--- config.mk ---
export PLATFORM = sky130hd
export DESIGN_NAME = sample_timing_ctrl
export DESIGN_NICKNAME = d
export VERILOG_FILES = /design/src/sample_timing_pkg.sv /design/src/ref_edge_if.sv /design/src/ref_edge_detect.sv /design/src/sample_timing_ctrl.sv
export VERILOG_INCLUDE_DIRS = /design/src
export SDC_FILE = /design/constraint.sdc
export NUM_CORES = 2
export LEC_CHECK = 0
export ABC_AREA = 1
export BUFFER_PORTS_ARGS = -buffer_cell sky130_fd_sc_hd__buf_2
export CORE_ASPECT_RATIO = 0.8
export CORE_MARGIN = 1.5
export CORE_UTILIZATION = 59
export CTS_BUF_LIST = sky130_fd_sc_hd__clkbuf_16
export DETAILED_ROUTE_END_ITERATION = 16
export GPL_ROUTABILITY_DRIVEN = 0
export PLACE_DENSITY = 0.78
export RECOVER_POWER = 100
export SLEW_MARGIN = 20
export SYNTH_ARGS = -nofsm -noshare
export SYNTH_HDL_FRONTEND = slang
export SYNTH_SLANG_ARGS = --single-unit
--- constraint.sdc ---
create_clock -name clock -period 8.48 [get_ports clock]
set_input_delay 0.848 -clock clock [delete_from_list [all_inputs] [get_ports clock]]
set_output_delay 0.848 -clock clock [all_outputs]
set_load 0.005 [all_outputs]
--- src/sample_timing_params.svh ---
// constants for the sample timing and self test block
`ifndef SAMPLE_TIMING_PARAMS_SVH
`define SAMPLE_TIMING_PARAMS_SVH
`define ADDR_DIAG      7'h02
`define ADDR_AGE       7'h1c
`define ADDR_MISC      7'h32
`define ADDR_SCALE     7'h34
`define ADDR_DEC       7'h36
`define ADDR_GCMD      7'h3e
`define FRAME_WR_BIT   15
`define FRAME_ADDR_HI  14
`define FRAME_ADDR_LO  8
`define MISC_DV_POL    0
`define MISC_REF_EDGE  1
`define MISC_MODE_LO   2
`define MISC_MODE_HI   3
`define MISC_POP       6
`define MISC_LINACC    7
`define GCMD_AST       2
`define DIAG_AST       5
`define DIAG_LOCK      7
`define MISC_RST       16'h00c1
`define SCALE_RST      16'h7fff
`define DEC_RST        16'h0000
`define MISC_MASK      16'h00cf
`define SCALE_MASK     16'h7fff
`define DEC_MASK       16'h07ff
`define CLK_HZ         100000000
`define INT_SPS        2048
`define AGE_HZ         24576
`define AST_TIME_MS    7
`define LOCK_MIN_HZ    1945
`define LOCK_MAX_HZ    2048
`define DV_PULSE_CYC   16
`define IND_PULSE_CYC  16
`define AGE_CYC        (`CLK_HZ / `AGE_HZ)
`endif

--- src/sample_timing_pkg.sv ---
// types for the sample timing and self test block
package sample_timing_pkg;
  typedef enum logic [1:0] {
    mode_internal  = 2'b00,
    mode_direct    = 2'b01,
    mode_scaled    = 2'b10,
    mode_indicator = 2'b11
  } ref_mode_e;
  typedef enum logic [2:0] {
    ast_idle  = 3'b001,
    ast_run   = 3'b010,
    ast_check = 3'b100
  } ast_state_e;
endpackage

--- src/ref_edge_if.sv ---
// carries the filtered reference pin level and its active edge
`timescale 1ns/1ps
interface ref_edge_if;
  logic level;
  logic edge_seen;
  modport src (output level, output edge_seen);
  modport dst (input level, input edge_seen);
endinterface

--- src/ref_edge_detect.sv ---
// synchroniser and active edge detector for the reference pin
`timescale 1ns/1ps
module ref_edge_detect (
  input  wire logic clock,
  input  wire logic sys_rst,
  input  wire logic ref_pin_in,
  input  wire logic rising_sel,
  ref_edge_if.src   edge_out
);
  logic s1_r;
  logic s2_r;
  logic s3_r;
  logic level_r;
  logic edge_r;
  wire  agree    = (s2_r == s3_r);
  wire  changed  = agree && (s3_r != level_r);
  wire  active   = rising_sel ? s3_r : ~s3_r;

  always_ff @(posedge clock or posedge sys_rst) begin
    if (sys_rst) begin
      s1_r    <= 1'b0;
      s2_r    <= 1'b0;
      s3_r    <= 1'b0;
      level_r <= 1'b0;
      edge_r  <= 1'b0;
    end else begin
      s1_r    <= ref_pin_in;
      s2_r    <= s1_r;
      s3_r    <= s2_r;
      level_r <= agree ? s3_r : level_r;
      edge_r  <= changed && active;
    end
  end

  assign edge_out.level     = level_r;
  assign edge_out.edge_seen = edge_r;
endmodule

--- src/sample_timing_ctrl.sv ---
// sample clock selection, decimation, data valid pin and automated self test
//
// Behaviour
// - gcmd bit 2 write halts output, actuates sensor self test, checks, resumes.
// - self test outcome lands in diag status bit 5, one meaning fail.
// - data valid pin signals each load of fresh output results.
// - misc bit 0 one makes data valid active high, zero active low.
// - no data valid indication while a global command runs.
// - misc bits 3:2 pick internal, direct, scaled or indicator reference mode.
// - misc bit 1 picks rising or falling reference edge in direct, scaled and indicator modes.
// - misc bits 7 and 6 enable accel compensation and percussion alignment.
// - misc control resets to 0x00c1.
// - indicator mode samples internally and pulses reference pin at sample time.
// - scaled mode update rate is reference frequency times scale factor.
// - on lock loss stop following reference and set diag status bit 7.
// - scale factor is 15 bits, bit 15 unused, resets to 0x7fff.
// - scaled mode age counter runs at 24576 Hz, cleared on reference edge.
// - direct mode updates output on each active reference edge.
// - internal clock makes samples at 2048 per second before decimation.
// - decimation d in bits 10:0 divides update rate by d plus one.
// - diag status read returns flags then clears; persisting flags set again.
`timescale 1ns/1ps
`include "sample_timing_params.svh"
module sample_timing_ctrl
  import sample_timing_pkg::*;
#(
  parameter int unsigned INT_SAMPLE_CYC = `CLK_HZ / `INT_SPS,
  parameter int unsigned AST_CYC        = `AST_TIME_MS * (`CLK_HZ / 1000)
) (
  input  wire logic        clock,
  input  wire logic        sys_rst,
  input  wire logic        wr_valid,
  input  wire logic [15:0] wr_frame,
  input  wire logic        rd_valid,
  input  wire logic [6:0]  rd_addr,
  input  wire logic        ref_pin_in,
  input  wire logic        st_response_ok,
  output logic [15:0]      rd_data_r,
  output logic             rd_ack_r,
  output logic             data_valid_pin_r,
  output logic             ref_pin_out_r,
  output logic             ref_pin_oe_n_r,
  output logic             sample_strobe_r,
  output logic             st_actuate_r,
  output logic             cmd_busy_r,
  output logic             lin_accel_comp_en_r,
  output logic             percussion_align_en_r
);
  if (INT_SAMPLE_CYC < 2 || AST_CYC < 2) begin : g_bad_param
    $error("cycle counts must be at least two");
  end

  // register file
  logic [15:0] misc_r;
  logic [15:0] scale_r;
  logic [15:0] dec_r;
  logic [15:0] age_r;
  logic        diag_ast_r;
  logic        diag_lock_r;

  ref_edge_if ref_edge ();

  ref_edge_detect u_edge (
    .clock      (clock),
    .sys_rst    (sys_rst),
    .ref_pin_in (ref_pin_in),
    .rising_sel (misc_r[`MISC_REF_EDGE]),
    .edge_out   (ref_edge.src)
  );

  // serial write decode, one byte per frame
  wire       wr_en    = wr_valid && wr_frame[`FRAME_WR_BIT];
  wire [6:0] wr_addr  = wr_frame[`FRAME_ADDR_HI:`FRAME_ADDR_LO];
  wire [7:0] wr_byte  = wr_frame[7:0];
  wire [5:0] wr_word  = wr_addr[6:1];
  wire       wr_hi    = wr_addr[0];
  wire       wr_misc  = wr_en && (wr_word == `ADDR_MISC >> 1);
  wire       wr_scale = wr_en && (wr_word == `ADDR_SCALE >> 1);
  wire       wr_dec   = wr_en && (wr_word == `ADDR_DEC >> 1);
  wire       wr_age   = wr_en && (wr_word == `ADDR_AGE >> 1);
  wire       wr_gcmd  = wr_en && (wr_addr == `ADDR_GCMD);

  function automatic logic [15:0] put_byte(input logic [15:0] old, input logic hi,
                                           input logic [7:0] b, input logic [15:0] mask);
    logic [15:0] v;
    v = hi ? {b, old[7:0]} : {old[15:8], b};
    return v & mask;
  endfunction

  // (low byte and high byte frames land separately)
  wire [15:0] misc_nxt  = wr_misc  ? put_byte(misc_r, wr_hi, wr_byte, `MISC_MASK) : misc_r;
  wire [15:0] scale_nxt = wr_scale ? put_byte(scale_r, wr_hi, wr_byte, `SCALE_MASK) : scale_r;
  wire [15:0] dec_nxt   = wr_dec   ? put_byte(dec_r, wr_hi, wr_byte, `DEC_MASK) : dec_r;

  ref_mode_e mode;
  assign mode = ref_mode_e'(misc_r[`MISC_MODE_HI:`MISC_MODE_LO]);
  wire dv_pol   = misc_r[`MISC_DV_POL];
  wire edge_pol = misc_r[`MISC_REF_EDGE];

  // self test sequencer
  ast_state_e  ast_state_r;
  ast_state_e  ast_state_nxt;
  logic [31:0] ast_cnt_r;
  wire ast_start = wr_gcmd && wr_byte[`GCMD_AST];
  wire ast_done  = (ast_state_r == ast_check);
  wire busy      = (ast_state_r != ast_idle);

  always_comb begin
    ast_state_nxt = ast_state_r;
    case (ast_state_r)
      ast_idle:  if (ast_start) ast_state_nxt = ast_run;
      ast_run:   if (ast_cnt_r == 32'h0000_0000) ast_state_nxt = ast_check;
      ast_check: ast_state_nxt = ast_idle;
      default:   ast_state_nxt = ast_idle;
    endcase
  end

  wire [31:0] ast_cnt_nxt = (ast_state_r == ast_idle) ? 32'(AST_CYC - 1) :
                            (ast_cnt_r == 32'h0000_0000) ? ast_cnt_r : ast_cnt_r - 32'd1;

  // internal 2048 per second sample clock
  logic [31:0] int_cnt_r;
  wire         int_tick    = (int_cnt_r == 32'(INT_SAMPLE_CYC - 1));
  wire [31:0]  int_cnt_nxt = int_tick ? 32'h0000_0000 : int_cnt_r + 32'd1;

  // reference period measurement for scaled mode
  logic [31:0] per_cnt_r;
  logic [31:0] period_r;
  logic        period_seen_r;
  wire ref_edge_hit = ref_edge.edge_seen;
  wire [31:0] per_cnt_nxt = ref_edge_hit ? 32'h0000_0000 :
                            (&per_cnt_r) ? per_cnt_r : per_cnt_r + 32'd1;
  wire [31:0] period_nxt  = ref_edge_hit ? per_cnt_r + 32'd1 : period_r;
  wire [31:0] period_meas = (per_cnt_r > period_r) ? per_cnt_r : period_r;

  // lock window: min <= scale * clk / period <= max
  wire [47:0] rate_num = 48'(scale_r[14:0]) * 48'(`CLK_HZ);
  wire [47:0] min_lim  = 48'(period_meas) * 48'(`LOCK_MIN_HZ);
  wire [47:0] max_lim  = 48'(period_meas) * 48'(`LOCK_MAX_HZ);
  wire lock_ok   = (rate_num >= min_lim) && (rate_num <= max_lim);
  wire scaled    = (mode == mode_scaled);
  wire lock_lost = scaled && period_seen_r && !lock_ok;
  wire follow    = scaled && period_seen_r && lock_ok;

  // phase accumulator: scale ticks per reference period
  logic [32:0] acc_r;
  wire [32:0] acc_sum  = acc_r + 33'(scale_r[14:0]);
  wire        acc_tick = follow && (acc_sum >= 33'(period_r));
  wire [32:0] acc_nxt  = !follow || ref_edge_hit ? 33'h0_0000_0000 :
                         acc_tick ? acc_sum - 33'(period_r) : acc_sum;

  // raw sample source per mode
  logic raw_sample;
  always_comb begin
    case (mode)
      mode_direct: raw_sample = ref_edge_hit;
      mode_scaled: raw_sample = follow ? acc_tick : int_tick;
      default:     raw_sample = int_tick;
    endcase
  end
  wire halt      = busy || ast_start;
  wire sample_ok = raw_sample && !halt;

  // decimation
  logic [10:0] dec_cnt_r;
  wire dec_hit   = (dec_cnt_r >= dec_r[10:0]);
  wire out_load  = sample_ok && dec_hit;
  wire [10:0] dec_cnt_nxt = busy ? 11'h000 : !sample_ok ? dec_cnt_r :
                            dec_hit ? 11'h000 : dec_cnt_r + 11'd1;

  // data valid pulse
  logic [7:0] dv_cnt_r;
  wire [7:0] dv_cnt_nxt = halt ? 8'h00 : out_load ? 8'(`DV_PULSE_CYC) :
                          (dv_cnt_r != 8'h00) ? dv_cnt_r - 8'd1 : dv_cnt_r;
  wire dv_active = (dv_cnt_nxt != 8'h00);
  wire dv_pin    = ~(dv_active ^ dv_pol);

  // sample time indicator output
  logic [7:0] ind_cnt_r;
  wire indicator = (mode == mode_indicator);
  wire [7:0] ind_cnt_nxt = (indicator && int_tick) ? 8'(`IND_PULSE_CYC) :
                           (ind_cnt_r != 8'h00) ? ind_cnt_r - 8'd1 : ind_cnt_r;
  wire ind_pin = ~((ind_cnt_nxt != 8'h00) ^ edge_pol);

  // sample age counter
  logic [15:0] age_tick_r;
  wire age_tick = (age_tick_r == 16'(`AGE_CYC - 1));
  wire [15:0] age_tick_nxt = (age_tick || ref_edge_hit) ? 16'h0000 : age_tick_r + 16'd1;
  wire [15:0] age_nxt = (scaled && ref_edge_hit) ? 16'h0000 :
                        (scaled && age_tick) ? age_r + 16'd1 :
                        wr_age ? put_byte(age_r, wr_hi, wr_byte, 16'hffff) : age_r;

  // diagnostic flags: read clears, a set in the same cycle wins
  wire rd_diag  = rd_valid && (rd_addr == `ADDR_DIAG);
  wire ast_fail = ast_done && !st_response_ok;
  wire diag_ast_nxt  = ast_done ? ast_fail : (rd_diag ? 1'b0 : diag_ast_r);
  wire diag_lock_nxt = (lock_lost && int_tick) ? 1'b1 :
                       (rd_diag ? 1'b0 : diag_lock_r);

  // read mux
  logic [15:0] rd_mux;
  always_comb begin
    case (rd_addr)
      `ADDR_DIAG:  rd_mux = {8'h00, diag_lock_r, 1'b0, diag_ast_r, 5'h00};
      `ADDR_AGE:   rd_mux = age_r;
      `ADDR_MISC:  rd_mux = misc_r;
      `ADDR_SCALE: rd_mux = scale_r;
      `ADDR_DEC:   rd_mux = dec_r;
      default:     rd_mux = 16'h0000;
    endcase
  end

  always_ff @(posedge clock or posedge sys_rst) begin
    if (sys_rst) begin
      misc_r  <= `MISC_RST;
      scale_r <= `SCALE_RST;
      dec_r   <= `DEC_RST;
    end else begin
      misc_r  <= misc_nxt;
      scale_r <= scale_nxt;
      dec_r   <= dec_nxt;
    end
  end

  always_ff @(posedge clock or posedge sys_rst) begin
    if (sys_rst) begin
      ast_state_r  <= ast_idle;
      ast_cnt_r    <= 32'h0000_0000;
      st_actuate_r <= 1'b0;
      cmd_busy_r   <= 1'b0;
      diag_ast_r   <= 1'b0;
      diag_lock_r  <= 1'b0;
    end else begin
      ast_state_r  <= ast_state_nxt;
      ast_cnt_r    <= ast_cnt_nxt;
      st_actuate_r <= (ast_state_nxt == ast_run);
      cmd_busy_r   <= (ast_state_nxt != ast_idle);
      diag_ast_r   <= diag_ast_nxt;
      diag_lock_r  <= diag_lock_nxt;
    end
  end

  always_ff @(posedge clock or posedge sys_rst) begin
    if (sys_rst) begin
      int_cnt_r     <= 32'h0000_0000;
      per_cnt_r     <= 32'h0000_0000;
      period_r      <= 32'h0000_0000;
      period_seen_r <= 1'b0;
      acc_r         <= 33'h0_0000_0000;
      age_tick_r    <= 16'h0000;
      age_r         <= 16'h0000;
    end else begin
      int_cnt_r     <= int_cnt_nxt;
      per_cnt_r     <= per_cnt_nxt;
      period_r      <= period_nxt;
      period_seen_r <= scaled && (period_seen_r || ref_edge_hit);
      acc_r         <= acc_nxt;
      age_tick_r    <= age_tick_nxt;
      age_r         <= age_nxt;
    end
  end

  always_ff @(posedge clock or posedge sys_rst) begin
    if (sys_rst) begin
      dec_cnt_r        <= 11'h000;
      dv_cnt_r         <= 8'h00;
      ind_cnt_r        <= 8'h00;
      sample_strobe_r  <= 1'b0;
      data_valid_pin_r <= 1'b0;
      ref_pin_out_r    <= 1'b0;
      ref_pin_oe_n_r   <= 1'b1;
    end else begin
      dec_cnt_r        <= dec_cnt_nxt;
      dv_cnt_r         <= dv_cnt_nxt;
      ind_cnt_r        <= ind_cnt_nxt;
      sample_strobe_r  <= out_load;
      data_valid_pin_r <= dv_pin;
      ref_pin_out_r    <= ind_pin;
      ref_pin_oe_n_r   <= ~indicator;
    end
  end

  always_ff @(posedge clock or posedge sys_rst) begin
    if (sys_rst) begin
      rd_data_r <= 16'h0000;
      rd_ack_r  <= 1'b0;
    end else begin
      rd_data_r <= rd_valid ? rd_mux : rd_data_r;
      rd_ack_r  <= rd_valid;
    end
  end

  assign lin_accel_comp_en_r   = misc_r[`MISC_LINACC];
  assign percussion_align_en_r = misc_r[`MISC_POP];
endmodule

======== Word level (Yosys, flattened, before mapping) ========
Cells that the tools add are included.
word-level totals
  input bits .............................. 29
  output and inout bits ................... 25
  register bits after elaboration ......... 286
operators by class
  $mul .................................... 2
  reductions and logical operators ........ 49
  eq/ne operators ......................... 26
  $lt $le $gt $ge ......................... 5
  bitwise logic cells ..................... 7
  mux-type cells .......................... 31
  $add $sub $neg .......................... 10
operators with widths
  cell                                                                   count
  32-bit two-way mux                                                     6
  16-bit two-way mux                                                     5
  16-bit case mux with 5 select lines                                    1
  33-bit two-way mux                                                     2
  32-bit by 1-bit adder with 32-bit output, second input constant        2
  42-bit by 43-bit greater-or-equal comparator with 1-bit output         1
  42-bit by 43-bit less-or-equal comparator with 1-bit output            1
  32-bit by 11-bit multiplier with 43-bit output, second input constant  1
  8-bit two-way mux                                                      5
  15-bit by 19-bit multiplier with 34-bit output, second input constant  1
  33-bit by 15-bit adder with 33-bit output                              1
  33-bit by 32-bit greater-or-equal comparator with 1-bit output         1
  11-bit two-way mux                                                     3
  33-bit by 32-bit subtractor with 33-bit output                         1
  16-bit by 1-bit adder with 16-bit output, second input constant        2
  32-bit by 16-bit == test with 1-bit output, second input constant      1
  32-bit > comparator                                                    1
  32-bit logical NOT                                                     1
  32-bit AND reduction                                                   1
  8-bit nonzero test                                                     4
  32-bit by 1-bit subtractor with 32-bit output, second input constant   1
  7-bit by 6-bit == test with 1-bit output, second input constant        4
  1-bit logical AND                                                      23
  6-bit by 5-bit == test with 1-bit output, second input constant        3
  27 further kinds                                                       58

======== Longest topological paths before layout ========
  depth after elaboration ................. 16
  gate-level depth with buffers ........... 65
  mapped depth without buffers ............ 64

======== Hierarchy ========
A second synthesis with hierarchy kept.
second synthesis, totals
  cell total of the unflattened synthesis .. 3,683
  area, all modules ....................... 30,690.7 sq um
modules (own cells, without submodules)
  module              instances  cells an instance  seq. area each (sq um)  area each (sq um)
  sample_timing_ctrl  1          3,666              7,056.8                 30,519.3
  ref_edge_detect     1          17                 125.1                   171.4

======== Worst setup path before layout ========
OpenSTA, ideal clock, no wires.
  path type ............................... flip-flop to flip-flop
  start ................................... register per_cnt_r[21]
  end ..................................... register data_valid_pin_r
  buffers on the path ..................... 2
  stages on the path, launching flop included .. 57
  clock period less this slack ............ 9.141 ns
  arrival time ............................ 9.020 ns
  path slack .............................. -0.661 ns
  required time ........................... 8.360 ns
  cells stage by stage .................... dfrtp_1 > ha_1 > nand2_1 > nor2_1 > nand3b_1 > nor3b_2 > nand4_2 > nand2_4 > buf_2 > buf_1 > nand2_1 > o21ai_0 > inv_1 > fa_1 > inv_1 > fa_1 > fa_1 > inv_1 > (+21 left out) > o21ai_0 > xor2_1 > ha_1 > nand2_1 > nor2_1 > nand4_1 > nor3_1 > nand4_1 > nand4_1 > nand3_4 > nand2_2 > nand3_2 > nand2_4 > nand3_4 > nand3_1 > nand3_1 > o21ai_1 > nand2_1
between the ends
  longest elaborated chain between the ends .. 16
  elaborated cells between the ends (all ways) .. 17
  classes of those cells .................. 1 x mul; 3 x order compare; 5 x mux; 2 x bitwise; 6 x reduce/logical
ends and longest elaborated chain
  item                                                            line                       text
  from (decl)                                                     sample_timing_ctrl.sv:127  logic [31:0] per_cnt_r;
  from (signal assigned)                                          sample_timing_ctrl.sv:254  per_cnt_r <= per_cnt_nxt;
  32-bit > comparator                                             sample_timing_ctrl.sv:134  wire [31:0] period_meas = (per_cnt_r > period_r) ? per_cnt_r : period_r;
  32-bit two-way mux (*)                                          sample_timing_ctrl.sv:134
  32-bit by 11-bit multiplier with 43-bit output                  sample_timing_ctrl.sv:138  wire [47:0] min_lim = 48'(period_meas) * 48'(`LOCK_MIN_HZ);
  42-bit by 43-bit greater-or-equal comparator with 1-bit output  sample_timing_ctrl.sv:140  wire lock_ok = (rate_num >= min_lim) && (rate_num <= max_lim);
  1-bit logical AND (*)                                           sample_timing_ctrl.sv:140
  1-bit logical AND (*)                                           sample_timing_ctrl.sv:143  wire follow = scaled && period_seen_r && lock_ok;
  1-bit logical AND                                               sample_timing_ctrl.sv:148  wire acc_tick = follow && (acc_sum >= 33'(period_r));
  1-bit two-way mux (*)                                           sample_timing_ctrl.sv:157  mode_scaled: raw_sample = follow ? acc_tick : int_tick;
  1-bit case mux with 2 select lines (*)                          sample_timing_ctrl.sv:155  case (mode)
  1-bit logical AND (*)                                           sample_timing_ctrl.sv:162  wire sample_ok = raw_sample && !halt;
  1-bit logical AND (*)                                           sample_timing_ctrl.sv:167  wire out_load = sample_ok && dec_hit;
  8-bit two-way mux (*) (2 in a row)                              sample_timing_ctrl.sv:173  wire [7:0] dv_cnt_nxt = halt ? 8'h00 : out_load ? 8'(`DV_PULSE_CYC) :
  8-bit nonzero test (*)                                          sample_timing_ctrl.sv:175  wire dv_active = (dv_cnt_nxt != 8'h00);
  1-bit XOR (*)                                                   sample_timing_ctrl.sv:176  wire dv_pin = ~(dv_active ^ dv_pol);
  1-bit NOT (*)                                                   sample_timing_ctrl.sv:176
  named net dv_pin                                                sample_timing_ctrl.sv:176
  to (signal assigned)                                            sample_timing_ctrl.sv:277  data_valid_pin_r <= dv_pin;
  to (decl)                                                       sample_timing_ctrl.sv:40   output logic data_valid_pin_r,
The timed path passes the listed nets; every way through them passes the cells marked *.
A chain may end at the register's enable or synchronous reset.

======== Worst setup path in the final report ========
  start ................................... register per_cnt_r[23]
  end ..................................... register acc_r[5]
between the ends
  longest elaborated chain between the ends .. 9
  elaborated cells between the ends (all ways) .. 12
  classes of those cells .................. 1 x mul; 3 x order compare; 3 x mux; 5 x reduce/logical
ends and longest elaborated chain
  item                                                            line                                                  text
  32-bit > comparator                                             sample_timing_ctrl.sv:134
  32-bit two-way mux (*)                                          sample_timing_ctrl.sv:134
  32-bit by 11-bit multiplier with 43-bit output                  sample_timing_ctrl.sv:138
  42-bit by 43-bit greater-or-equal comparator with 1-bit output  sample_timing_ctrl.sv:140
  1-bit logical AND (*)                                           sample_timing_ctrl.sv:140
  1-bit logical AND (*)                                           sample_timing_ctrl.sv:143
  1-bit logical AND or 1-bit logical NOT (tied branches)          sample_timing_ctrl.sv:148, sample_timing_ctrl.sv:149
  33-bit two-way mux or 1-bit logical OR (tied branches)          sample_timing_ctrl.sv:150, sample_timing_ctrl.sv:149
  33-bit two-way mux (*)                                          sample_timing_ctrl.sv:149                             wire [32:0] acc_nxt = !follow || ref_edge_hit ? 33'h0_0000_0000 :
  named net acc_nxt[5]                                            sample_timing_ctrl.sv:149
  to (signal assigned)                                            sample_timing_ctrl.sv:257                             acc_r <= acc_nxt;
  to (decl)                                                       sample_timing_ctrl.sv:146                             logic [32:0] acc_r;
Marks and branches as above.

==> run metrics <==
Compound-Gate Fraction of Synth Area=0.121; post-synth cell types=69; Core Util, Final=0.731; Root Driver=clkbuf_16; Post-Route WL=92400 µm; Syn Nets=approximately 4300; largest net degree at the start of global routing=77; Simple-Gate Fraction of Synth Area=0.158; max-cap violation count=0; DIE AREA=53000 µm²; synth warn=0; clock sinks=~290; PortBufs=53; critical path peak fanout=9; clock tree buffer depth=3; row cnt=74; CP Launch Type=flop; final worst clock skew=0.0171 ns; worst reg-to-reg path cell count=51; worst setup margin=-1.19 ns; RSZ-0062 raised after global routing=true; CP endpoint kind=flop; Hold Vio Cnt, Final=0; GRT overflow=0; NumNets Final=4857; final setup TNS=-58.62 ns; antenna violations before repair=0; Synth Area in XOR/XNOR=0.0506; WP data arrival=10.15 ns; final worst-path cycle share=1.14; Worst path max stage delay=0.55 ns; GRT Overall Usage=0.336; Seq/Total Area, Yosys=0.236; largest family of logic cells by synthesized area=adder cells; Fillers=3432; CTS tree=yes; global-route wire length before repair=142000 µm; layout cell share with drive strength beyond 1=0.198; CP most frequent cell=buf_4; mux cell area share after synthesis=0.00197; ANT cells=0; Hold Crit Class=in -> reg; Tmin final=a little under 10 ns; Worst-Margin Slew=1.30 ns; vias per cell=~5.7; Critical Path RT=8.96 ns; outcome=finished, violations left; EDFF count, synth=0; Syn Area/Cell=8.37 µm²; htree depth=1; post-synthesis adder-cell area fraction=0.336; Initial Util=0.597; P&R area growth vs syn=22.5%; Chip Width=257 µm; Syn Std Cell Area=~30000 µm²; Slowest-stage cell, CP=fa_1; I/O pin count=54; first-pass detailed-route iteration total=6; vias in the first global route=27502; core area=51000 µm²; clock slew at reported path FFs=0.07 ns; die height=206 µm; Clock Latency Late Sink=0.59 ns; synthesis-stage register bit count=286; Slew headroom=0.131; dominant synthesized flop cell=dfrtp_1; failing checks=setup timing; antenna viol nets, final=0; Final Slew Violations=0; CP Class=reg -> reg; Setup violations, final=55; Initial DRC Count=2578; FMAX=around 100 MHz; Syn Inst Count=~3600; DRC Markers=0; TritonCTS Buffers=29; Via Count=27863; routed len/inst=19.0 µm; hold path depth=1; fraction of registers with async set/reset=1.00; DP HPWL=66500 µm
critical path, delay by kind of cell (launching register included):
family | cells | cell delay [ns]
buf+inv | 20 | 2.51
flops | 1 | 0.42
xor+xnor | 1 | 0.13
fa+ha+maj | 8 | 3.47
mux | 1 | 0.23
simple gates | 17 | 2.15
compound gates | 4 | 0.60
cell families after synthesis:
group	count (synthesis)
xor gates and xnor gates	176
adders and majority gates	674
buffers and inverters	774
AOI/OAI and AO/OA	654
muxes	6
and+or+nand+nor	1068
DFF	286
cell usage after synthesis (9+ instances only):
master	n	area share
o21ai_2	20	0.0057
dfstp_2	20	0.017
nor3_1	61	0.010
nand3_2	12	0.0039
xnor2_1	65	0.019
nand2_1	523	0.064
clkbuf_1	29	0.0036
o21ai_0	231	0.038
a21o_1	14	0.0034
o21bai_1	10	0.0025
ha_1	434	0.18
nor2_1	228	0.028
xor2_1	111	0.032
o22ai_1	31	0.0064
fa_1	240	0.16
nand2_2	9	0.0018
dfrtp_1	266	0.22
a31oi_1	20	0.0041
inv_1	723	0.089
nand3_1	110	0.018
nand4_1	43	0.0088
a21oi_1	238	0.039
nor4_1	29	0.0060
o21ai_1	21	0.0034
final cells by class:
cell class	instances	area, µm²	area share
flip-flops and latches	286	7180	0.193
clock inverters	23	307	0.00821
multi-input cells	2580	21200	0.569
repair buffers	524	4190	0.112
inverters	733	2760	0.0740
well taps	684	856	0.0229
clock buffers	31	776	0.0208
registers in the layout, indices dropped and copies added (netlist names), 3 cells and up:
| signal | count |
|---|---|
| dv_cnt_r | 8 |
| ast_cnt_r | 32 |
| acc_r | 33 |
| ind_cnt_r | 8 |
| scale_r | 15 |
| per_cnt_r | 32 |
| int_cnt_r | 32 |
| ast_state_r | 3 |
| misc_r | 6 |
| age_tick_r | 16 |
| dec_r | 11 |
| age_r | 16 |
| dec_cnt_r | 11 |
| period_r | 32 |
| rd_data_r | 16 |
per-stage QoR:
step                      worst slack [ns]  cells  hold slack, ns  instance area (µm²)
after detailed placement            -0.901   4694           0.360                34400
after global routing                 -1.57   4861           0.368                37300
after global placement              -0.626   4694           0.347                34400
after CTS                           -0.538   4833           0.338                36800
after floorplan                    -0.0959   3638           0.331                30700
final                                -1.19   4861           0.372                37300
layer usage:
layer | wire length [µm] | share of wire | GRT usage | vias to the layer above
li1 | - | - | - | 12929
met1 | 37400 | 0.41 | 0.443 | 13263
met2 | 41500 | 0.45 | 0.539 | 1342
met3 | 8710 | 0.094 | 0.0697 | 329
met4 | 4810 | 0.052 | 0.144 | 0
met5 | 0 | 0 | 0 | -
worst paths after layout:
| kind | from | to | slack (ns) |
|---|---|---|---|
| setup / recovery | per_cnt_r[23] | acc_r[5] | -1.19 |
| hold / removal | ref_pin_in | u_edge.s1_r | 0.37 |
| setup reg to reg | per_cnt_r[23] | acc_r[5] | -1.19 |
| hold reg to reg | u_edge.s1_r | u_edge.s2_r | 0.38 |
| max in group asynchronous | sys_rst | acc_r[3] | 5.64 |
| min in group asynchronous | sys_rst | ast_cnt_r[1] | 0.52 |
cells in the final DEF, fill, tap and decap left out, drive strengths merged, types with 5 or more instances in the layout:
cell type / instances
inv: 733
nand2: 536
buf: 519
ha: 434
o21ai: 272
dfrtp: 266
fa: 240
a21oi: 238
nor2: 235
nand3: 125
xor2: 111
nor3: 73
xnor2: 65
nand4: 44
clkbuf: 36
nor4: 34
o22ai: 31
dfstp: 20
a31oi: 20
a21o: 14
clkinv: 14
a21boi: 12
o21bai: 10
o211ai: 8
o21a: 8
a211oi: 8
a221oi: 7
o31ai: 7
bufinv: 6
mux2i: 6
and3: 5
a32oi: 5
timing repair:
item	in CTS	in global routing
hold buffers	0	0
endpoints found under the setup margin	55	55
pin swaps	87	50
gates cloned	4	6
setup buffers	82	24
resized for setup	139	74
Power is left out: the tool's default activity adds up to more than one toggle a clock period on the data nets, which glitch-free logic cannot reach.
